==> config.mk <==
export PLATFORM = sky130hd
export DESIGN_NAME = tac_top
export DESIGN_NICKNAME = d
export VERILOG_FILES = /design/src/rtl/tac_pkg.sv /design/src/rtl/tac_cmp_bank.sv /design/src/rtl/tac_top.sv
export SDC_FILE = /design/constraint.sdc
export NUM_CORES = 2
export LEC_CHECK = 0
export ABC_CLOCK_PERIOD_IN_PS = 23800
export BUFFER_PORTS_ARGS = -buffer_cell sky130_fd_sc_hd__buf_2
export CORE_ASPECT_RATIO = 0.9
export CORE_UTILIZATION = 35
export CTS_CLUSTER_DIAMETER = 100
export DETAILED_ROUTE_END_ITERATION = 8
export MAX_ROUTING_LAYER = met4
export SLEW_MARGIN = 20
export SYNTH_ARGS = -nofsm -noshare
export SYNTH_HDL_FRONTEND = slang
export SYNTH_HIERARCHICAL = 1
export SYNTH_SLANG_ARGS = --single-unit
==> constraint.sdc <==
create_clock -name sys_clk -period 23.8 [get_ports sys_clk]
set_clock_uncertainty 0.05 [all_clocks]
set_input_delay 2.38 -clock sys_clk [delete_from_list [all_inputs] [get_ports sys_clk]]
set_output_delay 2.38 -clock sys_clk [all_outputs]
set_load 0.05 [all_outputs]
==> src/rtl/tac_pkg.sv <==
// Package of constants for the trace address comparator unit
`default_nettype none
package tac_pkg;
   // ****************************************
   // Sizes
   // ****************************************
   localparam int ADDR_W = 32;
   localparam int NUM_CMP = 16;
   localparam int NUM_PAIR = NUM_CMP / 2;
   localparam int CMP_IDX_W = 4;
   localparam int CTX_W = 2;
   // ****************************************
   // Access-type field layout
   // ****************************************
   localparam int ACC_W = 4;
   localparam int ACC_CTX_LSB = 0;
   localparam int ACC_CTX_EN_BIT = 2;
   localparam int ACC_DIS_BIT = 3;
   localparam logic [ACC_W-1:0] ACC_RST = 4'h0;
   localparam logic [ADDR_W-1:0] VAL_RST = 32'h0000_0000;
   // ****************************************
   // Block end rounding (halfword or word instruction)
   // ****************************************
   localparam logic [ADDR_W-1:0] END_PAD_HALF = 32'h0000_0001;
   localparam logic [ADDR_W-1:0] END_PAD_WORD = 32'h0000_0003;
endpackage : tac_pkg
`default_nettype wire

==> src/rtl/tac_cmp_bank.sv <==
// Comparator configuration store, with registered read for one comparator
`default_nettype none
module tac_cmp_bank (
   input wire logic sys_clk,
   input wire logic rst_n,
   input wire logic cfg_wr,
   input wire logic [tac_pkg::CMP_IDX_W-1:0] cfg_idx,
   input wire logic [tac_pkg::ADDR_W-1:0] cfg_value,
   input wire logic [tac_pkg::ACC_W-1:0] cfg_access,
   output logic [tac_pkg::NUM_CMP*tac_pkg::ADDR_W-1:0] values,
   output logic [tac_pkg::NUM_CMP*tac_pkg::ACC_W-1:0] accesses,
   output logic [tac_pkg::ADDR_W-1:0] rd_value
);
   localparam int AW = tac_pkg::ADDR_W;
   localparam int CW = tac_pkg::ACC_W;

   genvar g;
   generate
      for (g = 0; g < tac_pkg::NUM_CMP; g++) begin : g_cmp
         wire hit = cfg_wr && (int'(cfg_idx) == g);
         always_ff @(posedge sys_clk or negedge rst_n) begin
            if (!rst_n) begin
               values[g*AW +: AW] <= tac_pkg::VAL_RST;
               accesses[g*CW +: CW] <= tac_pkg::ACC_RST;
            end else if (hit) begin
               values[g*AW +: AW] <= cfg_value;
               accesses[g*CW +: CW] <= cfg_access;
            end
         end
      end
   endgenerate

   // Readback of the last addressed comparator, registered
   always_ff @(posedge sys_clk or negedge rst_n) begin
      if (!rst_n) begin
         rd_value <= tac_pkg::VAL_RST;
      end else begin
         rd_value <= values[cfg_idx*AW +: AW];
      end
   end
endmodule : tac_cmp_bank
`default_nettype wire

==> src/rtl/tac_top.sv <==
// Address comparator unit: single-address and range matching per waypoint
//
// Behaviour
// - Sixteen comparators, eight pairs, numbered from one
// - Adjacent comparator pairs form range matchers
// - Comparator serves single and range use together
// - Single match ignores condition code outcome
// - Range match ignores condition code outcome
// - Context match qualifies address match when selected
// - Waypoint target kept as next block start
// - Block end: waypoint or last pre-exception address
// - Block end within last instruction's bytes
// - Wrapped block: range results defined here as none
// - Empty block clears single events, leaves range results unchanged
// - Evaluate all comparators only at waypoints
// - Single match: start <= value <= end
// - Match needs address and access conditions
// - Single match lasts one cycle, the cycle after the waypoint
// - Every value register tested as single matcher
// - Include: low <= end and high > start
// - Exclude: low <= start and high > end
// - Range match held until next non-empty waypoint
// - Processor reset keeps range results
// - Pairs 2n-1,2n evaluated as range matcher n
// - Include/exclude control bit selects range use
`default_nettype none
module tac_top (
   input wire logic sys_clk,
   input wire logic arst_n,
   // Processor side
   input wire logic wp_valid,
   input wire logic [tac_pkg::ADDR_W-1:0] wp_addr,
   input wire logic [tac_pkg::ADDR_W-1:0] wp_target,
   input wire logic wp_exception,
   input wire logic [tac_pkg::ADDR_W-1:0] wp_last_addr,
   input wire logic wp_insn_half,
   input wire logic wp_direct_flow,
   input wire logic wp_empty,
   input wire logic cpu_reset,
   input wire logic [3:0] ctx_match,
   // Debugger programming side
   input wire logic cfg_wr,
   input wire logic [tac_pkg::CMP_IDX_W-1:0] cfg_idx,
   input wire logic [tac_pkg::ADDR_W-1:0] cfg_value,
   input wire logic [tac_pkg::ACC_W-1:0] cfg_access,
   input wire logic [tac_pkg::NUM_PAIR-1:0] range_select,
   input wire logic include_mode,
   output logic [tac_pkg::ADDR_W-1:0] cfg_rd_value,
   // Results
   output logic [tac_pkg::NUM_CMP-1:0] single_address_matcher_ev,
   output logic [tac_pkg::NUM_PAIR-1:0] range_matcher_ev,
   output logic [tac_pkg::NUM_PAIR-1:0] range_exclude_hit,
   output logic trace_gate_range_ok
);
   localparam int AW = tac_pkg::ADDR_W;
   localparam int CW = tac_pkg::ACC_W;
   localparam int NC = tac_pkg::NUM_CMP;
   localparam int NP = tac_pkg::NUM_PAIR;

   // ****************************************
   // Reset synchroniser
   // ****************************************
   logic rst_meta_r;
   logic rst_n_r;
   always_ff @(posedge sys_clk or negedge arst_n) begin
      if (!arst_n) begin
         rst_meta_r <= 1'b0;
         rst_n_r <= 1'b0;
      end else begin
         rst_meta_r <= 1'b1;
         rst_n_r <= rst_meta_r;
      end
   end

   // ****************************************
   // Comparator configuration
   // ****************************************
   wire [NC*AW-1:0] values;
   wire [NC*CW-1:0] accesses;

   tac_cmp_bank u_bank (
      .sys_clk(sys_clk),
      .rst_n(rst_n_r),
      .cfg_wr(cfg_wr),
      .cfg_idx(cfg_idx),
      .cfg_value(cfg_value),
      .cfg_access(cfg_access),
      .values(values),
      .accesses(accesses),
      .rd_value(cfg_rd_value)
   );

   // Access-type qualifier, used for both single and paired matching
   function automatic logic access_ok(input logic [CW-1:0] acc,
                                      input logic [3:0] ctx);
      logic [1:0] sel;
      sel = acc[tac_pkg::ACC_CTX_LSB +: tac_pkg::CTX_W];
      access_ok = !acc[tac_pkg::ACC_DIS_BIT] &&
                  (!acc[tac_pkg::ACC_CTX_EN_BIT] || ctx[sel]);
   endfunction : access_ok

   // ****************************************
   // Address tests
   // ****************************************
   // Inclusive span test of one programmed value
   function automatic logic in_span(input logic [AW-1:0] v,
                                    input logic [AW-1:0] s,
                                    input logic [AW-1:0] e);
      in_span = (v >= s) && (v <= e);
   endfunction : in_span

   // Range touches the block anywhere
   function automatic logic overlaps(input logic [AW-1:0] lo,
                                     input logic [AW-1:0] hi,
                                     input logic [AW-1:0] s,
                                     input logic [AW-1:0] e);
      overlaps = (lo <= e) && (hi > s);
   endfunction : overlaps

   // Range holds the whole block
   function automatic logic covers(input logic [AW-1:0] lo,
                                   input logic [AW-1:0] hi,
                                   input logic [AW-1:0] s,
                                   input logic [AW-1:0] e);
      covers = (lo <= s) && (hi > e);
   endfunction : covers

   // ****************************************
   // Instruction block bounds
   // ****************************************
   logic [AW-1:0] blk_start_r;
   logic [AW-1:0] prev_wp_r;
   wire [AW-1:0] blk_start_nxt;
   wire [AW-1:0] prev_wp_nxt;
   wire [AW-1:0] end_base;
   wire [AW-1:0] end_pad;
   wire [AW-1:0] blk_end;
   wire wp_below_prev;
   wire blk_wrapped;
   wire eval;

   // Start follows every waypoint target, even empty ones
   assign blk_start_nxt = wp_valid ? wp_target : blk_start_r;
   assign prev_wp_nxt = wp_valid ? wp_addr : prev_wp_r;

   always_ff @(posedge sys_clk or negedge rst_n_r) begin
      if (!rst_n_r) begin
         blk_start_r <= tac_pkg::VAL_RST;
      end else begin
         blk_start_r <= blk_start_nxt;
      end
   end

   always_ff @(posedge sys_clk or negedge rst_n_r) begin
      if (!rst_n_r) begin
         prev_wp_r <= tac_pkg::VAL_RST;
      end else begin
         prev_wp_r <= prev_wp_nxt;
      end
   end

   assign end_base = wp_exception ? wp_last_addr : wp_addr;
   // Padding to the last byte still lies below the next instruction
   assign end_pad = wp_insn_half ? tac_pkg::END_PAD_HALF
                                 : tac_pkg::END_PAD_WORD;
   assign blk_end = end_base | end_pad;
   assign wp_below_prev = wp_addr < prev_wp_r;
   assign blk_wrapped = wp_direct_flow && wp_below_prev;
   assign eval = wp_valid && !wp_empty;

   // ****************************************
   // Access-type qualifiers
   // ****************************************
   // One qualifier per comparator; range use takes only the low comparator's
   wire [NC-1:0] acc_ok;
   genvar g;
   generate
      for (g = 0; g < NC; g++) begin : g_acc
         assign acc_ok[g] = access_ok(accesses[g*CW +: CW], ctx_match);
      end
   endgenerate

   // ****************************************
   // Single-address matchers
   // ****************************************
   wire [NC-1:0] sam_span;
   wire [NC-1:0] sam_hit;
   wire [NC-1:0] sam_ev_nxt;
   generate
      for (g = 0; g < NC; g++) begin : g_sam
         wire [AW-1:0] v = values[g*AW +: AW];
         // Address span covers any executed instruction, cond or not
         assign sam_span[g] = in_span(v, blk_start_r, blk_end);
         assign sam_hit[g] = sam_span[g] && acc_ok[g];
      end
   endgenerate

   // One-cycle event in the cycle after the waypoint strobe
   assign sam_ev_nxt = eval ? sam_hit : '0;

   always_ff @(posedge sys_clk or negedge rst_n_r) begin
      if (!rst_n_r) begin
         single_address_matcher_ev <= '0;
      end else begin
         single_address_matcher_ev <= sam_ev_nxt;
      end
   end

   // ****************************************
   // Range matchers
   // ****************************************
   wire [NP-1:0] lo_ok;
   wire [NP-1:0] inc_span;
   wire [NP-1:0] exc_span;
   wire [NP-1:0] inc_hit;
   wire [NP-1:0] exc_hit;
   wire [NP-1:0] rng_ev_nxt;
   wire [NP-1:0] exc_ev_nxt;
   generate
      for (g = 0; g < NP; g++) begin : g_rng
         // Low half is the odd-numbered comparator, high half the even
         wire [AW-1:0] lo = values[(2*g)*AW +: AW];
         wire [AW-1:0] hi = values[(2*g+1)*AW +: AW];
         assign lo_ok[g] = acc_ok[2*g];
         assign inc_span[g] = overlaps(lo, hi, blk_start_r, blk_end);
         assign exc_span[g] = covers(lo, hi, blk_start_r, blk_end);
      end
   endgenerate

   // A wrapped block never hits, a safe and simple answer
   assign inc_hit = blk_wrapped ? '0 : (inc_span & lo_ok);
   assign exc_hit = blk_wrapped ? '0 : (exc_span & lo_ok);
   // Held to the next evaluated waypoint; cpu_reset is not looked at
   assign rng_ev_nxt = eval ? inc_hit : range_matcher_ev;
   assign exc_ev_nxt = eval ? exc_hit : range_exclude_hit;

   always_ff @(posedge sys_clk or negedge rst_n_r) begin
      if (!rst_n_r) begin
         range_matcher_ev <= '0;
      end else begin
         range_matcher_ev <= rng_ev_nxt;
      end
   end

   always_ff @(posedge sys_clk or negedge rst_n_r) begin
      if (!rst_n_r) begin
         range_exclude_hit <= '0;
      end else begin
         range_exclude_hit <= exc_ev_nxt;
      end
   end

   // ****************************************
   // Trace gate range term
   // ****************************************
   wire inc_any;
   wire exc_any;
   wire gate_inc;
   wire gate_exc;
   wire gate_mode;
   wire gate_nxt;
   assign inc_any = |(inc_hit & range_select);
   assign exc_any = |(exc_hit & range_select);
   assign gate_inc = inc_any;
   // Exclusion only bites when a selected range holds the whole block
   assign gate_exc = !exc_any;
   assign gate_mode = include_mode ? gate_inc : gate_exc;
   assign gate_nxt = eval ? gate_mode : trace_gate_range_ok;

   always_ff @(posedge sys_clk or negedge rst_n_r) begin
      if (!rst_n_r) begin
         trace_gate_range_ok <= 1'b0;
      end else begin
         trace_gate_range_ok <= gate_nxt;
      end
   end

   wire unused_ok = cpu_reset;
endmodule : tac_top
`default_nettype wire

Word level (Yosys, flattened, before mapping)
Index checks and enable logic that the tools add are counted.
W data, S select, Z words.

storage, ports and cells
  word-level logic and storage cells = 308
  input port bits = 158
  bits in registers = 707

operators by class
  $lt $le $gt $ge = 73
  mux-type cells = 38
  equality and inequality tests = 15
  bitwise operators = 5
  shift operators = 1
  reduce and logical (&&, ||, !) cells = 135

operators with widths
  kind                  count
  $le A32 B32 Y1        24
  $ge A32 B32 Y1        16
  $gt A32 B32 Y1        16
  $shiftx A512 B10 Y32  1
  $logic_and A1 B1 Y1   82
  $lt A2 B3 Y1 const B  16
  $logic_not A1 Y1      34
  $and A8 B8 Y8         4
  $bmux W1 S2           16
  $eq A4 B4 Y1 const B  8
  $lt A32 B32 Y1        1
  $mux W32              1
  $or A32 B2 Y32        1
  $mux W1               17
  $eq A4 B3 Y1 const B  4
  $logic_or A1 B1 Y1    16
  $mux W16              1
  $mux W8               2
  $reduce_or A8 Y1      2
  $eq A4 B2 Y1 const B  2
  $eq A4 B1 Y1 const B  1
  $logic_not A4 Y1      1
  $mux W2               1

Logic depth before layout (Yosys ltp)
  depth in word-level cells = 10
  gate-level depth with buffers = 14

Hierarchy
The synthesis kept the hierarchy.

by module, submodules not included
  module        cells an instance  sequential area each (sq um)  area each (sq um)  times used
  tac_top       3,222              2,477.4                       27,400.0           1
  tac_cmp_bank  1,571              15,214.6                      26,030.0           1

Least setup slack after synthesis
Ideal clock, no wire load.

  path kind = input to register
  from = in wp_exception
  to = reg range_matcher_ev[0] (netlist name)
  buffers on the path = 2
  cell stages on the path = 13
  path slack = 17,782 ps
  arrival = 5,885 ps
  cells stage by stage = buf_6 clkbuf_1 mux2i_1 ha_1 a211oi_1 nor2_1 nor4_1 nor2_1 a2111oi_0 o21ai_0 a21o_1 or4_1 o21ai_0

on the way
  longest elaborated chain between the ends = 6

RTL lines
  item                  line            RTL
  start, declared       tac_top.sv:34   input wire logic wp_exception,
  $mux W32              tac_top.sv:162  assign end_base = wp_exception ? wp_last_addr : wp_addr;
  $or A32 B2 Y32        tac_top.sv:166  assign blk_end = end_base | end_pad;
  $le A32 B32 Y1        tac_top.sv:117  overlaps = (lo <= e) && (hi > s);
  $logic_and A1 B1 Y1   tac_top.sv:117
  $and A8 B8 Y8         tac_top.sv:231  assign inc_hit = blk_wrapped ? '0 : (inc_span & lo_ok);
  $mux W8               tac_top.sv:231
  end signal, assigned  tac_top.sv:241  range_matcher_ev <= rng_ev_nxt;
  end, declared         tac_top.sv:51   output logic [tac_pkg::NUM_PAIR-1:0] range_matcher_ev,

Every way passes these cells.
A chain may end at the register's enable or synchronous reset.

Final worst setup path
  from = in wp_exception
  to = reg single_address_matcher_ev[3] (netlist name)

on the way
  longest elaborated chain between the ends = 6

RTL lines
  item                     line            RTL
  $mux W32                 tac_top.sv:162
  $or A32 B2 Y32           tac_top.sv:166
  $le A32 B32 Y1           tac_top.sv:109  in_span = (v >= s) && (v <= e);
  $logic_and A1 B1 Y1      tac_top.sv:109
  $logic_and A1 B1 Y1      tac_top.sv:194  assign sam_hit[g] = sam_span[g] && acc_ok[g];
  $mux W16                 tac_top.sv:199  assign sam_ev_nxt = eval ? sam_hit : '0;
  named net sam_ev_nxt[3]  tac_top.sv:188  wire [NC-1:0] sam_ev_nxt;
  end signal, assigned     tac_top.sv:205  single_address_matcher_ev <= sam_ev_nxt;
  end, declared            tac_top.sv:50   output logic [tac_pkg::NUM_CMP-1:0] single_address_matcher_ev,

The timed path passes the listed nets, and every way through them passes these cells.

==> metrics.md <==
| Metric | Value |
|---|---|
| RSZ-0062 raised after global routing | no |
| Crit-path max FO | 32 |
| Status | completed |
| Crit. path cell count | 13 |
| Vias | 42.54k |
| CP Buf/Inv Count | 3 |
| Final hold viol count | 0 |
| Synth Warn # | 6 |
| Power per standard cell area | around 86 mW/mm² |
| Cts bufs inserted | 88 |
| Hold Path Depth | 0 |
| Root buffer cell | clkbuf_16 |
| Most Crowded Layer GR | met2 |
| WL/cell | 27.08 µm |
| Synth area leader | dfrtp_1 |
| Met2 GRT Util | 37.55% |
| CP required | 24290 ps |
| #FFs+latches synth | 707 |
| Hpwl dp | 147000 µm |
| Syn Std Cell Area | around 0.053 mm² |
| WHS | 300.7 ps |
| DRT antenna net count | 0 |
| Hold/Removal Path Class | reg -> reg |
| Count of final setup violators | 0 |
| All-Layer GR Usage | around 25% |
| Post-Synthesis Cells | 4793 |
| Rows | 135 |
| Layout Area Growth over Synthesis | 12.82% |
| Fmax | 139.7 MHz |
| Fin crit share | 30.08% |
| DRC violations left | 0 |
| Initial core utilization | ~35% |
| Synth async-reset ratio | between 90% and 100% |
| DR vias/cell | ~6.0 |
| Post-synth EDFFs | 0 |
| Clock Path Buffers | 3 |
| Vias in the first global route | 40.81k |
| CTS Sinks | between 700 and 800 |
| Port Buffer Count | 220 |
| TritonCTS clock tree | built |
| Fin crit period | 7158 ps |
| Synth Flop Type | dfrtp_1 |
| Clock transition at path regs | 60 ps |
| Io pins | 223 |
| Maxcap violations | 0 |
| Nets@finish | 6219 |
| Count leader, synth | ha_1 |
| Setup TNS | 0 ps |
| Die area | 0.1542 mm² |
| Worst Max-Slew Pin Slew | 1381 ps |
| Synth cell count leaders | ha_1, dfrtp_1, mux2_2, a21oi_1, nand2_1 |
| Setup Crit Path Kind | in -> reg |
| First-pass GRT wire length | between 200000 and 300000 µm |
| Leak pwr | between 20 and 30 nW |
| Post-cts resize count | 0 |
| Htree depth | 3 |
| Sequential fraction of the synthesis area | 33.11% |
| Die Wd | 413.9 µm |
| GPL Wtd Cong | ~0.95 |
| Reg2Reg Depth | 9 |
| Largest net degree at the start of global routing | around 130 |
| Routed WL | about 190000 µm |
| Tot Pwr | 5.183 mW |
| Overflow after GRT | 0 |
| Post-CTS Setup Bufs | 0 |
| CP delay by family, top | simple AND/OR/NAND/NOR gates |
| Met3 usage | 4.561% |
| Max stage delay on crit path | around 820 ps |
| Synth cell types | 85 |
| Syn_area_per_cell | 11.15 µm² |
| Initial antenna violation count | 7 |
| Setup crit start kind | primary input |
| Share of the synthesized area in the top cell type | 33.11% |
| Net Count, Synth | 5974 |
| Slew HR | 7.107% |
| TritonRoute pass-1 iters | 5 |
| Peak supply drop | 0.00006001 V |
| Design area | approximately 0.060 mm² |
| Worst EP arrival | 7650 ps |
| Die height | 372.7 µm |
| Share of layout cells above drive strength 1 | 24.58% |
| Worst-path cell chain | buf_2 -> buf_4 -> mux2i_2 -> buf_4 -> ha_1 -> nand3_1 -> nor3_1 -> nand3_1 -> nor4_1 -> nor4b_1 -> nor2_1 -> or4_1 -> a21oi_1 |
| Core Area | 0.1510 mm² |
| Hold-fix buffers, CTS | 0 |
| M1 GR Usage | 34.37% |
| Clk_lat worst skew | just over 700 ps |
| Slew Limit Fails | 0 |
| Crit-path slowest cell | nor4b_1 |
| Post-Place Cell Area | 0.05716 mm² |
| Synth top area cells | dfrtp_1, ha_1, mux2_2 |
| Layout Utilization | about two fifths |
| Setup crit end kind | register |
| Drt initial violations | around 4.0k |
[per-stage QoR]
stage | std cells | worst slack (ps)
6_report | 7110 | 16640
5_1_grt | 7101 | 16690
4_1_cts | 7099 | 17010
3_5_place_dp | 6934 | 16260
3_3_place_gp | 6934 | 16290
2_1_floorplan | 4793 | 2584
[cell families (layout without fill, tap and decap cells)]
group,Yosys count,in the layout,synth area share [%]
adders and majority gates,1023,1023,23.96
AOI/OAI and AO/OA,1009,1009,11.91
and+or+nand+nor,997,997,9.510
muxes,755,755,18.90
DFF,707,707,33.11
buffers and inverters,286,606,2.358
xor gates and xnor gates,15,15,0.2459
other,1,12,0.007019
[state kept, by name (all words and copies together) (netlist names)]
register,count
single_address_matcher_ev,16
rst_n_r,1
range_matcher_ev,8
u_bank/rd_value,32
trace_gate_range_ok,1
blk_start_r,32
range_exclude_hit,8
rst_meta_r,1
prev_wp_r,32
u_bank/accesses,64
u_bank/values,512
[cell type report]
cell class / instances / area [µm²]
diodes: 11 / 27.53
flip-flops and latches: 707 / 17700
fillers: 14660 / 90730
multi-input cells: 3800 / 34660
inverters: 121 / 454.2
clock buffers: 124 / 2560
well taps: 1986 / 2485
repair buffers: 320 / 1874
clock inverters: 41 / 524.3
[path summary, 6_finish.rpt]
kind | end | start | slack (ps)
hold reg to reg | rst_n_r | rst_meta_r | 300
setup reg to reg | single_address_matcher_ev[3] | u_bank/values[123] | 19160
setup / recovery | single_address_matcher_ev[3] | wp_exception | 16640
min in group asynchronous | blk_start_r[6] | rst_n_r | 350
max in group asynchronous | u_bank/values[154] | rst_n_r | 20300
hold / removal | rst_n_r | rst_meta_r | 300
[per-layer routing]
layer	up-vias	wire length (µm)
li1	19220	-
met2	1644	85930
met5	-	0
met1	21320	84340
met3	360	14800
met4	0	7485
[placed cells by master, fill, tap and decap left out, types with 121 or more instances in the layout]
| master | count |
|---|---|
| a21oi_1 | 306 |
| dfrtp_1 | 706 |
| nor2_1 | 159 |
| nand4_1 | 205 |
| nand2_1 | 267 |
| ha_1 | 1023 |
| inv_1 | 121 |
| mux2_2 | 578 |
| mux4_2 | 144 |
| o21ai_0 | 245 |
| buf_2 | 217 |
[power breakdown]
group	total [mW]	switching, mW	internal (mW)
clock	1.44	0.590	0.853
sequential	1.81	0.347	1.46
combinational	1.93	1.08	0.851
No activity file was read; power rests on OpenSTA's default activity.
